File: src/design/shp_pkg.sv
// constants, exception numbers and bit-position helpers for the system handler block
package shp_pkg;

	// register addresses
	localparam logic [31:0] SHP_SCB_BASE  = 32'he000ed00;
	localparam logic [31:0] SHP_ADDR_PRIO = 32'he000ed20;
	localparam logic [31:0] SHP_OFF_HCS   = 32'h00000024;
	localparam logic [31:0] SHP_ADDR_HCS  = SHP_SCB_BASE + SHP_OFF_HCS;

	// reset values
	localparam logic [31:0] SHP_RST_WORD = 32'h00000000;
	localparam logic [3:0]  SHP_RST_PRIO = 4'h0;
	localparam logic [2:0]  SHP_RST_ENA  = 3'h0;

	// priority register layout
	localparam int SHP_TICK_LANE  = 3;
	localparam int SHP_DEFER_LANE = 2;
	localparam int SHP_PRIO_IMPL  = 4;

	// control and state register layout
	localparam int SHP_ENA_LSB  = 16;
	localparam int SHP_PEND_LSB = 12;
	localparam int SHP_N_PEND   = 4;
	localparam int SHP_N_ACT    = 7;
	localparam int SHP_N_FAULT  = 3;
	localparam logic [31:0] SHP_HCS_MASK = 32'h0007fd8b;

	// handler numbers as seen by the core
	typedef enum logic [3:0] {
		SHP_EXC_MEM   = 4'h4,
		SHP_EXC_BUS   = 4'h5,
		SHP_EXC_USAGE = 4'h6,
		SHP_EXC_SVC   = 4'hb,
		SHP_EXC_MON   = 4'hc,
		SHP_EXC_DEFER = 4'he,
		SHP_EXC_TICK  = 4'hf
	} shp_exc_t;

	// bit position of active flag k: mem, bus, usage, svc, monitor, deferred, tick
	function automatic int shp_act_pos(input int k);
		int p;
		p = 0;
		case (k)
			0:       p = 0;
			1:       p = 1;
			2:       p = 3;
			3:       p = 7;
			4:       p = 8;
			5:       p = 10;
			default: p = 11;
		endcase
		return p;
	endfunction

	// one-hot active index for a handler number
	function automatic logic [6:0] shp_act_sel(input shp_exc_t id);
		logic [6:0] s;
		s = 7'h00;
		case (id)
			SHP_EXC_MEM:   s = 7'h01;
			SHP_EXC_BUS:   s = 7'h02;
			SHP_EXC_USAGE: s = 7'h04;
			SHP_EXC_SVC:   s = 7'h08;
			SHP_EXC_MON:   s = 7'h10;
			SHP_EXC_DEFER: s = 7'h20;
			SHP_EXC_TICK:  s = 7'h40;
			default:       s = 7'h00;
		endcase
		return s;
	endfunction

	// one-hot pending index: usage, mem, bus, svc (bits 12..15)
	function automatic logic [3:0] shp_pend_sel(input shp_exc_t id);
		logic [3:0] s;
		s = 4'h0;
		case (id)
			SHP_EXC_USAGE: s = 4'h1;
			SHP_EXC_MEM:   s = 4'h2;
			SHP_EXC_BUS:   s = 4'h4;
			SHP_EXC_SVC:   s = 4'h8;
			default:       s = 4'h0;
		endcase
		return s;
	endfunction

	// byte enables widened to a bit mask
	function automatic logic [31:0] shp_be_mask(input logic [3:0] be);
		return {{8{be[3]}}, {8{be[2]}}, {8{be[1]}}, {8{be[0]}}};
	endfunction

endpackage

File: src/design/shp_prio_byte.sv
// one eight-bit priority field with only the upper nibble stored
module shp_prio_byte
	import shp_pkg::*;
(
	// clock and reset
	input  wire logic       core_clk,
	input  wire logic       rstn,
	// write port
	input  wire logic       wr_en,
	input  wire logic [7:0] wr_byte,
	// field value
	output logic      [7:0] field
);
	import shp_pkg::*;

	logic [3:0] prio_q;
	logic [3:0] prio_d;

	always_comb begin
		prio_d = prio_q;
		if (wr_en) begin
			// low nibble dropped [RQ2]
			prio_d = wr_byte[7:SHP_PRIO_IMPL];
		end
	end

	always_ff @(posedge core_clk or negedge rstn) begin
		if (!rstn) begin
			prio_q <= SHP_RST_PRIO;
		end else begin
			prio_q <= prio_d;
		end
	end

	assign field = {prio_q, 4'h0}; // [RQ2]

endmodule

File: src/design/shp_state_bit.sv
// one pending or active flag shared between software and the core
module shp_state_bit (
	// clock and reset
	input  wire logic core_clk,
	input  wire logic rstn,
	// software side
	input  wire logic sw_we,
	input  wire logic sw_val,
	// core side
	input  wire logic hw_set,
	input  wire logic hw_clr,
	// flag
	output logic      state
);

	logic state_q;
	logic state_d;

	// core set beats everything so an event is never lost to a write
	always_comb begin
		state_d = state_q;
		if (sw_we) begin
			state_d = sw_val;
		end
		if (hw_clr) begin
			state_d = 1'b0;
		end
		if (hw_set) begin
			state_d = 1'b1;
		end
	end

	always_ff @(posedge core_clk or negedge rstn) begin
		if (!rstn) begin
			state_q <= 1'b0;
		end else begin
			state_q <= state_d;
		end
	end

	assign state = state_q;

endmodule

File: src/design/shp_handler_state.sv
// system handler priorities, enables, pending and active state
// What the document asks of this block and of software
// [RQ1] tick priority bits 31:24, deferred 23:16
// [RQ2] priority low nibble reads zero, ignores writes
// [RQ3] priority fields 0..255, byte or word writes
// [RQ4] software keeps priority bits 15:0 zero
// [RQ5] fault enables at bits 18, 17, 16
// [RQ6] disabled configurable fault escalates to hard fault
// [RQ7] pending bits 15..12 show pending state
// [RQ8] software write sets pending to written value
// [RQ9] active bits show active handler state
// [RQ10] software write sets active to written value
// [RQ11] unadjusted active change may fault on return
// [RQ12] software preserves and restores active status
// [RQ13] software uses read-modify-write once enabled
// [RQ14] software writes zero to reserved bits
// [RQ15] privileged access only, all zero at reset
// [RQ16] reserved bits read zero, writes ignored
// [RQ17] software changes visible by next instruction
//
// The plain strobed port was chosen for this implementation.
module shp_handler_state
	import shp_pkg::*;
(
	// clock and reset
	input  wire logic                   core_clk,
	input  wire logic                   rstn,
	// register port
	input  wire logic [31:0]            reg_addr,
	input  wire logic [31:0]            reg_wdata,
	input  wire logic [3:0]             reg_be,
	input  wire logic                   reg_we,
	input  wire logic                   reg_re,
	input  wire logic                   reg_priv,
	output logic      [31:0]            reg_rdata,
	// core events
	input  wire logic [SHP_N_FAULT-1:0] fault_req,
	input  wire logic                   svc_req,
	input  wire logic                   enter_valid,
	input  wire shp_exc_t               enter_id,
	input  wire logic                   return_valid,
	input  wire shp_exc_t               return_id,
	// state to the prioritisation logic
	output logic      [7:0]             tick_priority_field,
	output logic      [7:0]             deferred_call_priority_field,
	output logic                        usage_fault_enable,
	output logic                        bus_fault_enable,
	output logic                        memmanage_fault_enable,
	output logic      [SHP_N_PEND-1:0]  pending_state,
	output logic      [SHP_N_ACT-1:0]   active_state,
	// escalation and hazard reporting
	output logic                        hardfault_req,
	output logic      [SHP_N_FAULT-1:0] hardfault_cause,
	output logic                        active_rewritten
);
	import shp_pkg::*;

	// address decode, gated by privilege
	logic        sel_prio;
	logic        sel_hcs;
	logic        wr_prio;
	logic        wr_hcs;
	logic [31:0] wmask;
	logic [31:0] hcs_word;
	logic [31:0] prio_word;

	// unprivileged accesses see nothing and change nothing [RQ15]
	assign sel_prio = (reg_addr == SHP_ADDR_PRIO) && reg_priv;
	assign sel_hcs  = (reg_addr == SHP_ADDR_HCS) && reg_priv;
	assign wr_prio  = reg_we && sel_prio;
	assign wr_hcs   = reg_we && sel_hcs;
	assign wmask    = shp_be_mask(reg_be);

	// priority fields, each on its own byte lane [RQ3]
	shp_prio_byte u_tick_prio (
		.core_clk (core_clk),
		.rstn     (rstn),
		.wr_en    (wr_prio && reg_be[SHP_TICK_LANE]),
		.wr_byte  (reg_wdata[31:24]),
		.field    (tick_priority_field)
	); // [RQ1]

	shp_prio_byte u_defer_prio (
		.core_clk (core_clk),
		.rstn     (rstn),
		.wr_en    (wr_prio && reg_be[SHP_DEFER_LANE]),
		.wr_byte  (reg_wdata[23:16]),
		.field    (deferred_call_priority_field)
	); // [RQ1]

	// lanes 1 and 0 of the priority word hold nothing, so writes there are dropped
	assign prio_word = {tick_priority_field, deferred_call_priority_field, 16'h0000}; // [RQ16]

	// fault enables
	logic [SHP_N_FAULT-1:0] ena_q;
	logic [SHP_N_FAULT-1:0] ena_d;

	always_comb begin
		ena_d = ena_q;
		for (int i = 0; i < SHP_N_FAULT; i++) begin
			if (wr_hcs && wmask[SHP_ENA_LSB + i]) begin
				ena_d[i] = reg_wdata[SHP_ENA_LSB + i]; // [RQ5]
			end
		end
	end

	always_ff @(posedge core_clk or negedge rstn) begin
		if (!rstn) begin
			ena_q <= SHP_RST_ENA; // [RQ15]
		end else begin
			ena_q <= ena_d;
		end
	end

	assign memmanage_fault_enable = ena_q[0];
	assign bus_fault_enable       = ena_q[1];
	assign usage_fault_enable     = ena_q[2];

	// fault routing: enabled faults pend, disabled ones go to hard fault
	logic [SHP_N_FAULT-1:0] fault_ok;
	logic [SHP_N_FAULT-1:0] fault_esc;

	assign fault_ok  = fault_req & ena_q;
	assign fault_esc = fault_req & ~ena_q; // [RQ6]

	logic                   hf_q;
	logic                   hf_d;
	logic [SHP_N_FAULT-1:0] cause_q;
	logic [SHP_N_FAULT-1:0] cause_d;

	always_comb begin
		hf_d    = |fault_esc; // [RQ6]
		cause_d = cause_q;
		if (|fault_esc) begin
			cause_d = fault_esc;
		end
	end

	always_ff @(posedge core_clk or negedge rstn) begin
		if (!rstn) begin
			hf_q    <= 1'b0;
			cause_q <= SHP_RST_ENA;
		end else begin
			hf_q    <= hf_d;
			cause_q <= cause_d;
		end
	end

	assign hardfault_req   = hf_q;
	assign hardfault_cause = cause_q;

	// pending flags: index 0 usage, 1 mem, 2 bus, 3 svc
	logic [SHP_N_PEND-1:0] pend_set;
	logic [SHP_N_PEND-1:0] pend_clr;

	assign pend_set = {svc_req, fault_ok[1], fault_ok[0], fault_ok[2]};
	assign pend_clr = enter_valid ? shp_pend_sel(enter_id) : 4'h0;

	for (genvar k = 0; k < SHP_N_PEND; k++) begin : g_pend
		shp_state_bit u_pend (
			.core_clk (core_clk),
			.rstn     (rstn),
			.sw_we    (wr_hcs && wmask[SHP_PEND_LSB + k]),
			.sw_val   (reg_wdata[SHP_PEND_LSB + k]),
			.hw_set   (pend_set[k]),
			.hw_clr   (pend_clr[k]),
			.state    (pending_state[k])
		); // [RQ7] [RQ8]
	end

	// active flags: mem, bus, usage, svc, monitor, deferred, tick
	logic [SHP_N_ACT-1:0] act_set;
	logic [SHP_N_ACT-1:0] act_clr;
	logic [SHP_N_ACT-1:0] act_we;
	logic [SHP_N_ACT-1:0] act_wv;

	assign act_set = enter_valid ? shp_act_sel(enter_id) : 7'h00;
	assign act_clr = return_valid ? shp_act_sel(return_id) : 7'h00;

	for (genvar k = 0; k < SHP_N_ACT; k++) begin : g_act
		localparam int P = shp_act_pos(k);
		assign act_we[k] = wr_hcs && wmask[P];
		assign act_wv[k] = reg_wdata[P];
		shp_state_bit u_act (
			.core_clk (core_clk),
			.rstn     (rstn),
			.sw_we    (act_we[k]),
			.sw_val   (act_wv[k]),
			.hw_set   (act_set[k]),
			.hw_clr   (act_clr[k]),
			.state    (active_state[k])
		); // [RQ9] [RQ10]
	end

	// flag a software change of active state so return checking can fault
	logic rew_q;
	logic rew_d;

	always_comb begin
		rew_d = |(act_we & (act_wv ^ active_state)); // [RQ11]
	end

	always_ff @(posedge core_clk or negedge rstn) begin
		if (!rstn) begin
			rew_q <= 1'b0;
		end else begin
			rew_q <= rew_d;
		end
	end

	assign active_rewritten = rew_q;

	// readback of the control and state word; reserved positions stay zero
	always_comb begin
		hcs_word = SHP_RST_WORD;
		hcs_word[SHP_ENA_LSB +: SHP_N_FAULT] = ena_q;
		hcs_word[SHP_PEND_LSB +: SHP_N_PEND] = pending_state;
		for (int k = 0; k < SHP_N_ACT; k++) begin
			hcs_word[shp_act_pos(k)] = active_state[k];
		end
		hcs_word = hcs_word & SHP_HCS_MASK; // [RQ16]
	end

	// read data stands only in the cycle after the strobe
	logic [31:0] rd_q;
	logic [31:0] rd_d;

	always_comb begin
		rd_d = SHP_RST_WORD;
		if (reg_re && sel_prio) begin
			rd_d = prio_word;
		end else if (reg_re && sel_hcs) begin
			rd_d = hcs_word;
		end
	end

	always_ff @(posedge core_clk or negedge rstn) begin
		if (!rstn) begin
			rd_q <= SHP_RST_WORD;
		end else begin
			rd_q <= rd_d;
		end
	end

	// every state output is a flop, so a write is seen one edge later [RQ17]
	assign reg_rdata = rd_q;

endmodule

File: config.mk
export PLATFORM = sky130hd
export DESIGN_NAME = shp_handler_state
export DESIGN_NICKNAME = d
export VERILOG_FILES = /design/src/design/shp_pkg.sv /design/src/design/shp_prio_byte.sv /design/src/design/shp_state_bit.sv /design/src/design/shp_handler_state.sv
export SDC_FILE = /design/constraint.sdc
export NUM_CORES = 1
export LEC_CHECK = 0
export BUFFER_PORTS_ARGS = -buffer_cell sky130_fd_sc_hd__buf_2
export CAP_MARGIN = 20
export CORE_MARGIN = 2
export CORE_UTILIZATION = 44
export CTS_CLUSTER_DIAMETER = 60
export DETAILED_ROUTE_END_ITERATION = 8
export PLACE_DENSITY = 0.89
export SYNTH_ARGS = -nofsm -noshare
export SYNTH_HDL_FRONTEND = slang
export SYNTH_SLANG_ARGS = --single-unit
File: constraint.sdc
create_clock -name core_clk -period 1.3 [get_ports core_clk]
set_input_delay 0.26 -clock core_clk [delete_from_list [all_inputs] [get_ports core_clk]]
set_output_delay 0.26 -clock core_clk [all_outputs]
set_load 0.005 [all_outputs]
==> flow_metrics.tcl, run 1 <==
set metrics [dict create \
    outcome "finished, violations left" \
    violations "setup timing" \
    drt-wirelength-per-cell_um 14.6 \
    n_antenna_cell 0 \
    vdd_drop_max_mv 0.516 \
    crit_path_start_kind "primary input" \
    drc_errors 0 \
    yosysUniqueCellTypes 43 \
    critPathArrivalTime_ns 1.70 \
    io_pins 154 \
    final_common_cell "buf_2" \
    path_clk_slew_ns 0.09 \
    cpPeakStageDelay_ns 0.33 \
    drtPass1Iterations 4 \
    reg2regPathDepth 3 \
    hold_violations 0 \
    p_leak_nw 1.97 \
    yosysSeqAreaShare_pct 46.8 \
    clock_latency_ns 0.30 \
    clk_path_buf_depth 2 \
    synthToLayoutAreaGrowth_pct 40.9 \
    seq_area_um2 1230 \
    cp_slowest_cell "nor4b_4" \
    via_count 2286 \
    grt_usage_pct 20.7 \
    nets 467 \
    numCtsBuffers 5 \
    async_flop_share_pct 100 \
    switchingPower_w 0.000829 \
    r2r-end "active_rewritten$_DFF_PN0_" \
    antenna_found_initial 0 \
    swShare_pct 26.9 \
    die_width_um 81.2 \
    grt_start_max_net_pins 50 \
    regToRegSetupSlack_ns 0.21 \
    synthTopCellsByArea "dfrtp_1 (47%), buf_4 (8.3%), and2_1 (5.0%)" \
    ant_nets 0 \
    required_ns 1.49 \
    dpl.hpwl_um 5320 \
    syn-cell-area_um2 2620 \
    synth_seq_cells 49 \
    crit_path_end_kind "flip-flop" \
    multiInputGateArea_um2 1350 \
    gp_congestion 0.855 \
    power_frac_comb_pct 17.6 \
    power_w 0.00308 \
    setup_viol 40 \
    p_int_w 0.00225 \
    clock-sinks 49 \
    path_cells "buf_6, nor4b_4, nand4_4, nor4_4, buf_4, mux2_4" \
    crit_family "simple AND/OR/NAND/NOR gates" \
    synth_ff_type "dfrtp_1" \
    path_max_fanout 5 \
    clockRootBuffer "clkbuf_8" \
    pwr-share-clk_pct 29.1 \
    max-cap-violations 0 \
    via_per_inst 5.01 \
    yosys.area.top_type "dfrtp_1" \
    postPlaceCellArea_um2 3410 \
    path_class "in2reg" \
    die_h_um 81.2 \
    drt_wl_total_um 6640 \
    yosys_warnings 0 \
    fill_cells 468 \
    path_buf_inv 2 \
    worstHoldPathType "in2reg" \
    coreArea_um2 5850 \
    fin_ws_ns -0.206 \
    drt_iter0_markers 95 \
    cts_tree "done" \
    syn_area_per_cell_um2 11.0 \
    synth-edff-count 0 \
    final_cell_mix "buf_2 (118), dfrtp_1 (49), nand2_1 (21), conb_1 (18), and2_1 (17)" \
    rr_startpoint "g_act[0].u_act.state$_DFFE_PN0P_" \
    max_freq_mhz 664 \
    p_seq_share_pct 53.3 \
    pwr_density_cell_nw_per_um2 835 \
    rsz0062_at_grt "yes" \
    period_minus_slack_ns 1.51 \
    drive_gt1_share_pct 50.9 \
    synth.top_cell.area_share_pct 46.8 \
    skew_ns 0.00618 \
    final_cell_area_um2 3690 \
    netlist_instances 238 \
    grt_pass1_wl_um 10400 \
    whs_path_depth 2 \
    rows 28 \
    holdPathEnd "g_pend[3].u_pend.state$_DFFE_PN0P_" \
    period_share_pct 116 \
    grt-ovfl-total 0 \
    portBuffers 125 \
    grt_pass1_vias 2210 \
    die_area_um2 6590 \
    drv_slew 0 \
    min_from "svc_req" \
    start_util_pct 44.8 \
    h-tree-depth 2 \
]
## worst reg2reg max path, delay by kind of cell (launching register included)
| kind | cells | cell delay [ns] |
|---|---|---|
| AND/OR/NAND/NOR | 1 | 0.13 |
| XOR/XNOR | 1 | 0.19 |
| AO/OA/AOI/OAI | 1 | 0.24 |
| flip-flops | 1 | 0.43 |
## cell usage after synthesis (3+ instances only)
library cell  instances
a21o_1                3
nor2_1                5
buf_4                29
inv_1                 4
nor4_2                3
and2_1               21
a21boi_0             10
xnor2_1               7
and3_1                4
nand4_1              12
mux2_1                3
and4_1                3
mux2_2                8
dfrtp_1              49
nand3_1               7
nor2b_1               7
nand2_1              21
o211ai_1              7
## how the worst max path moves through the flow
stage / from / to / slack (ns) / cells past startpoint
after floorplan: reg_addr[3] / ena_q[0]$_DFFE_PN0P_ / -0.35 / 4
after global placement: reg_addr[3] / ena_q[1]$_DFFE_PN0P_ / -0.47 / 5
after detailed placement: reg_addr[3] / ena_q[1]$_DFFE_PN0P_ / -0.53 / 5
after CTS: reg_addr[6] / ena_q[1]$_DFFE_PN0P_ / -0.19 / 6
after global routing: reg_addr[7] / ena_q[1]$_DFFE_PN0P_ / -0.25 / 6
final: reg_addr[7] / ena_q[1]$_DFFE_PN0P_ / -0.21 / 6
## state kept, by name, summed over array words and instances, names as in the netlist
register	count
g_act.u_act.state	7
g_pend.u_pend.state	4
active_rewritten	1
u_defer_prio.prio_q	4
reg_rdata	22
ena_q	3
hardfault_req	1
u_tick_prio.prio_q	4
hardfault_cause	3
## timing repair
item	4_1_cts	5_1_grt
setup buffers	2	3
endpoints found under the setup margin	39	45
pin swaps	4	12
hold buffers	1	0
gates cloned	1	0
gates resized for setup	18	14
hold endpoints to repair	49	0
## layout make-up
type | instances | share of cell area (%)
multi-input combinational | 169 | 36.6
sequential | 49 | 33.2
timing repair buffer | 151 | 24.9
tap | 75 | 2.54
clock buffer | 6 | 1.97
inverter | 4 | 0.407
clock inverter | 2 | 0.373
## per-stage QoR
stage / setup slack [ns] / utilization, % / TNS, ns / hold WS, ns / std cells
after floorplan: -0.348 / - / -7.24 / -0.0356 / 255
after global placement: -0.473 / 58.3 / -17.72 / 0.260 / 442
after detailed placement: -0.527 / 58.3 / -18.82 / 0.262 / 442
after CTS: -0.190 / 61.7 / -3.73 / 0.154 / 454
after global routing: -0.252 / 63.1 / -7.42 / 0.171 / 456
final: -0.206 / 63.1 / -4.49 / 0.168 / 456
## cells by family (layout without fill, tap and decap cells)
group	count (synthesis)	count (layout)	share of synthesized area [%]
and+or+nand+nor	103	103	27.8
DFF	49	49	46.8
buffers and inverters	37	163	9.59
AOI/OAI and AO/OA	30	30	8.64
muxes	11	11	4.73
xor gates and xnor gates	7	7	2.34
other	1	18	0.143
## power groups by stage
stage | sequential [W] | clock (W) | combinational (W)
4_1_cts | 0.00164 | 0.000913 | 0.000535
3_5_place_dp | 0.00167 | 0 | 0.000517
6_report | 0.00164 | 0.000897 | 0.000543
2_1_floorplan | 0.00166 | 0 | 0.000327
3_3_place_gp | 0.00167 | 0 | 0.000505
5_1_grt | 0.00165 | 0.000977 | 0.000611
## routing by layer
metal  vias up  GRT usage (%)  wire, µm
li1       1087              -         -
met4         0           5.76        78
met1      1070           23.5      2510
met3         8           5.00       532
met5         -              0         0
met2       121           38.3      3510
No activity file was read; power rests on OpenSTA's default activity.
==> run 2: changes to the inputs <==
--- a/config.mk
+++ b/config.mk
@@ -12,6 +12,7 @@
 export CTS_CLUSTER_DIAMETER = 60
 export DETAILED_ROUTE_END_ITERATION = 8
 export PLACE_DENSITY = 0.89
+export SETUP_SLACK_MARGIN = 0.1
 export SYNTH_ARGS = -nofsm -noshare
 export SYNTH_HDL_FRONTEND = slang
 export SYNTH_SLANG_ARGS = --single-unit
==> run 2 against run 1 <==
Compared with the run above: highest routed layer unchanged; global-route usage down 1.2 points; clock skew fell by 0.0014 ns; design area rose by 3.1%; the flow still finishes with violations (setup timing); register-to-register slack barely moved; count of clock-buffer cells in the layout stayed put.
==> flow_metrics.tcl, run 2 (synthesis gave the netlist of run 1 again) <==
set metrics [dict create \
    period_minus_slack_ns 1.49 \
    die_h_um 81.2 \
    gp_congestion 0.840 \
    path_clk_slew_ns 0.09 \
    worstHoldPathType "in2reg" \
    n_antenna_cell 0 \
    startpoint "reg_addr[1]" \
    hold_violations 0 \
    path_max_fanout 4 \
    grtUsageMet1_pct 23.5 \
    cp_slowest_cell "mux2_4" \
    numCtsBuffers 5 \
    skew_ns 0.00474 \
    antenna_found_initial 0 \
    drtPass1Iterations 4 \
    grt_usage_pct 19.5 \
    portBuffers 125 \
    p_leak_nw 2.02 \
    grt-ovfl-total 0 \
    final_cell_mix "buf_2 (116), dfrtp_1 (49), nand2_1 (21), buf_6 (21), conb_1 (18)" \
    nets 472 \
    rows 28 \
    largest_reg_flops 22 \
    switchingPower_w 0.000831 \
    die_width_um 81.2 \
    clockRootBuffer "clkbuf_8" \
    coreArea_um2 5850 \
    rr_startpoint "g_act[3].u_act.state$_DFFE_PN0P_" \
    power_frac_comb_pct 18.1 \
    critPathArrivalTime_ns 1.67 \
    grt_pass1_vias 2131 \
    path_buf_inv 2 \
    cpPeakStageDelay_ns 0.34 \
    fin_ws_ns -0.191 \
    start_util_pct 44.8 \
    seq_area_um2 1230 \
    synthToLayoutAreaGrowth_pct 45.2 \
    drt-wirelength-per-cell_um 14.3 \
    pwr_density_cell_nw_per_um2 826 \
    p_int_w 0.00231 \
    p_seq_share_pct 52.3 \
    path_common_cell "buf_6" \
    drive_gt1_share_pct 52.6 \
    fin_cells 461 \
    via_per_inst 4.97 \
    required_ns 1.48 \
    pwr-share-clk_pct 29.6 \
    swShare_pct 26.4 \
    path_cells "buf_6, nor4_4, nand4_4, buf_6, nor3_4, mux2_4" \
    outcome "finished, violations left" \
    met2_usage_pct 35.5 \
    ant_nets 0 \
    h-tree-depth 2 \
    via_count 2289 \
    reg2regPathDepth 3 \
    crit_family "simple AND/OR/NAND/NOR gates" \
    fill_cells 469 \
    drv_slew 0 \
    period_share_pct 115 \
    path_class "in2reg" \
    grt_pass1_wl_um 9790 \
    hold_ws_ns 0.163 \
    drc_errors 0 \
    dpl.hpwl_um 5380 \
    clock-sinks 49 \
    drt_iter0_markers 92 \
    crit_path_start_kind "primary input" \
    holdPathEnd "g_pend[3].u_pend.state$_DFFE_PN0P_" \
    crit_path_end_kind "flip-flop" \
    rsz0062_at_grt "yes" \
    multiInputGateArea_um2 1380 \
    regToRegSetupSlack_ns 0.21 \
    busiest_layer "met2" \
    use_met3_pct 3.56 \
    violations "setup timing" \
    cp_num_cells 6 \
    clock_latency_ns 0.29 \
    min_from "svc_req" \
    drt_wl_total_um 6610 \
    clk_path_buf_depth 2 \
    max_freq_mhz 671 \
    cts_tree "done" \
    r2r-end "active_rewritten$_DFF_PN0_" \
    dp.cells 444 \
    setup_viol 40 \
    max-cap-violations 0 \
    io_pins 154 \
    vdd_drop_max_mv 0.593 \
    final_common_cell "buf_2" \
    grt_start_max_net_pins 22 \
    whs_path_depth 2 \
    die_area_um2 6590 \
]
## run 2: area by class of cell
| class | instances | area share [%] |
|---|---|---|
| multi-input cells | 169 | 36.3 |
| flip-flops and latches | 49 | 32.2 |
| repair buffers | 156 | 26.1 |
| well taps | 75 | 2.47 |
| clock buffers | 6 | 2.17 |
| inverters | 4 | 0.394 |
| clock inverters | 2 | 0.362 |
## run 2: what timing repair did
item / 4_1_cts / 5_1_grt
gates resized for setup: 26 / 19
endpoints found under the setup margin: 45 / 45
gates cloned: 0 / 0
hold buffers: 1 / 0
hold endpoints to repair: 12 / 0
pin swaps: 19 / 13
buffers inserted: 4 / 4
## run 2: how the worst max path moves through the flow
stage / slack (ns) / end
floorplan: -0.35 / ena_q[0]$_DFFE_PN0P_
global placement: -0.48 / ena_q[2]$_DFFE_PN0P_
CTS: -0.18 / u_defer_prio.prio_q[3]$_DFFE_PN0P_
detailed placement: -0.53 / ena_q[0]$_DFFE_PN0P_
global route: -0.25 / u_defer_prio.prio_q[3]$_DFFE_PN0P_
finish: -0.19 / u_defer_prio.prio_q[3]$_DFFE_PN0P_
## run 2: metal layers
layer  vias up  routed length [µm]
met2       114                3450
met5         -                   0
met4         0                  55
met1      1076                2630
li1       1095                   -
met3         4                 482
## run 2: per-stage QoR
| step | TNS, ns | worst slack [ns] | util, % | total power [W] | instance area [µm²] |
|---|---|---|---|---|---|
| floorplan | -7.24 | -0.348 | - | 0.00198 | 2760 |
| global placement | -17.40 | -0.477 | 58.5 | 0.00218 | 3420 |
| detailed placement | -18.59 | -0.529 | 58.5 | 0.00219 | 3420 |
| CTS | -5.34 | -0.175 | 63.0 | 0.00315 | 3680 |
| global route | -7.96 | -0.249 | 65.1 | 0.00329 | 3810 |
| finish | -5.29 | -0.191 | 65.1 | 0.00314 | 3810 |
## run 2: power by group through the flow
| stage | combinational (W) | clock, W | sequential [W] |
|---|---|---|---|
| after CTS | 0.000560 | 0.000949 | 0.00164 |
| after global placement | 0.000509 | 0 | 0.00167 |
| after floorplan | 0.000327 | 0 | 0.00166 |
| after global routing | 0.000629 | 0.00101 | 0.00165 |
| final | 0.000571 | 0.000931 | 0.00164 |
| after detailed placement | 0.000522 | 0 | 0.00167 |
==> run 3: changes to the inputs <==
==> constraint.sdc (replaced) <==
create_clock -name core_clk -period 1.6 [get_ports core_clk]
set_input_delay 0.32 -clock core_clk [delete_from_list [all_inputs] [get_ports core_clk]]
set_output_delay 0.32 -clock core_clk [all_outputs]
set_load 0.005 [all_outputs]
==> run 3 against run 2 <==
Compared with the run above: the run now ends clean; design area fell by 8.0%; die area unchanged; hold slack better by 0.059 ns; first-iteration DRC count is 24% higher; routed wire length fell by 0.26%; clock power shrank 4.0%; clock skew grew 0.00065 ns; core utilization is 5.2 points lower; sequential share of layout area grew 2.8 points; largest cell class unchanged.
==> flow_metrics.tcl, run 3 (synthesis gave the netlist of run 1 again) <==
set metrics [dict create \
    outcome "finished clean" \
    n_antenna_cell 0 \
    period_minus_slack_ns 1.51 \
    via_per_inst 4.99 \
    drive_gt1_share_pct 46.6 \
    antenna_found_initial 0 \
    drt_wl_total_um 6600 \
    power_frac_comb_pct 15.7 \
    max-cap-violations 0 \
    startpoint "reg_addr[12]" \
    hold_violations 0 \
    pwr_density_cell_nw_per_um2 755 \
    grt_usage_pct 20.2 \
    synthToLayoutAreaGrowth_pct 33.6 \
    fill_cells 493 \
    crit_path_start_kind "primary input" \
    die_h_um 81.2 \
    setup_viol 0 \
    max_freq_mhz 664 \
    h-tree-depth 2 \
    required_ns 1.80 \
    path_class "in2reg" \
    die_width_um 81.2 \
    start_util_pct 44.8 \
    grt_pass1_wl_um 9970 \
    ant_nets 0 \
    coreArea_um2 5850 \
    clk_path_buf_depth 2 \
    fin_ws_ns 0.0950 \
    grt_pass1_vias 2183 \
    drt_iter0_markers 114 \
    power_w 0.00264 \
    swShare_pct 25.7 \
    cts_tree "done" \
    path_clk_slew_ns 0.09 \
    met2_length_um 3500 \
    dpl.hpwl_um 5370 \
    setup_tns_ns 0 \
    gp_congestion 0.902 \
    crit_path_end_kind "flip-flop" \
    die_area_um2 6590 \
    p_seq_share_pct 50.5 \
    grt_start_max_net_pins 50 \
    p_leak_nw 1.86 \
    switchingPower_w 0.000679 \
    min_from "svc_req" \
    drt-wirelength-per-cell_um 14.9 \
    cp_slowest_cell "nor4_4" \
    nets 455 \
    via_count 2217 \
    rr_startpoint "g_act[3].u_act.state$_DFFE_PN0P_" \
    path_cells "buf_6, nor4_4, nand4_4, nor4_4, mux2_1" \
    largest_reg_flops 22 \
    grt-ovfl-total 0 \
    critPathArrivalTime_ns 1.70 \
    fin_util_pct 59.8 \
    cpPeakStageDelay_ns 0.39 \
    path_max_fanout 4 \
    rsz0062_at_grt "yes" \
    path_common_cell "nor4_4" \
    final_common_cell "buf_2" \
    io_pins 154 \
    worstHoldPathType "in2reg" \
    clock_latency_ns 0.31 \
    numCtsBuffers 5 \
    dp_slack_ns -0.316 \
    portBuffers 125 \
    clockRootBuffer "clkbuf_8" \
    skew_ns 0.00539 \
    final_cell_mix "buf_2 (120), dfrtp_1 (49), and2_1 (21), nand2_1 (21), conb_1 (18)" \
    drv_slew 0 \
    clock-sinks 49 \
    p_int_w 0.00197 \
    wl_met1_um 2490 \
    drc_errors 0 \
    route.top_layer_used "met4" \
    rows 28 \
    period_share_pct 94.1 \
    pwr-share-clk_pct 33.8 \
    drtPass1Iterations 4 \
    vdd_drop_max_mv 0.561 \
    met3_length_um 494 \
    hold_ws_ns 0.222 \
]
## run 3: cell count changes in the layout (fill, tap and decap cells not counted), sizes merged
cell    delta
clkinv     -1
bufinv     +1
inv        +1
buf       -17
clkbuf     -1
## run 3: power groups by stage
stage | Combinational (W) | Clock [W] | Sequential [W]
floorplan | 0.000265 | 0 | 0.00134
global placement | 0.000395 | 0 | 0.00136
detailed placement | 0.000406 | 0 | 0.00136
CTS | 0.000414 | 0.000906 | 0.00133
finish | 0.000416 | 0.000894 | 0.00133
global route | 0.000463 | 0.000968 | 0.00134
## run 3: worst paths after layout
| kind | endpoint | slack, ns | cells after the start |
|---|---|---|---|
| worst max register to register | active_rewritten$_DFF_PN0_ | 0.50 | 3 |
| worst min register to register | hardfault_cause[0]$_DFFE_PN0P_ | 0.49 | 1 |
| min in group asynchronous | reg_rdata[3]$_DFF_PN0_ | 0.54 | 3 |
| worst min-delay path | g_pend[3].u_pend.state$_DFFE_PN0P_ | 0.22 | 2 |
| worst max-delay path | ena_q[1]$_DFFE_PN0P_ | 0.09 | 5 |
| max in group asynchronous | reg_rdata[23]$_DFF_PN0_ | 0.85 | 3 |
## run 3: per-stage QoR
stage / instances / area, µm²
after CTS: 442 / 3470
after global routing: 444 / 3500
after floorplan: 255 / 2750
after detailed placement: 434 / 3330
final: 444 / 3500
after global placement: 434 / 3330
## run 3: layout make-up
type | instances | area (µm²) | area share (%)
Clock buffer | 5 | 68.8 | 1.97
Tap cell | 75 | 93.8 | 2.68
Sequential cell | 49 | 1230 | 35.0
Clock inverter | 3 | 43.8 | 1.25
Inverter | 4 | 15.0 | 0.429
Timing Repair Buffer | 139 | 781 | 22.3
Multi-Input combinational cell | 169 | 1270 | 36.3
## run 3: repair_timing
action                                  in CTS  in global routing
endpoints found under the hold margin        0                  7
pin swaps                                    4                  2
buffers inserted                             0                  1
hold buffers                                 0                  1
endpoints found under the setup margin       8                 39
resized for setup                            5                  3
gates cloned                                 0                  0
## run 3: critical path: cells and delay by family
family                 cells  cell delay (ns)
AND/OR/NAND/NOR            3             0.93
multiplexers               1             0.36
buffers and inverters      1             0.09
## run 3: metal layers
layer  vias to the layer above  track usage [%]
met3                        10             4.44
met5                         -                0
li1                       1062                -
met4                         0             6.78
met2                       117             37.4
met1                      1028             22.8
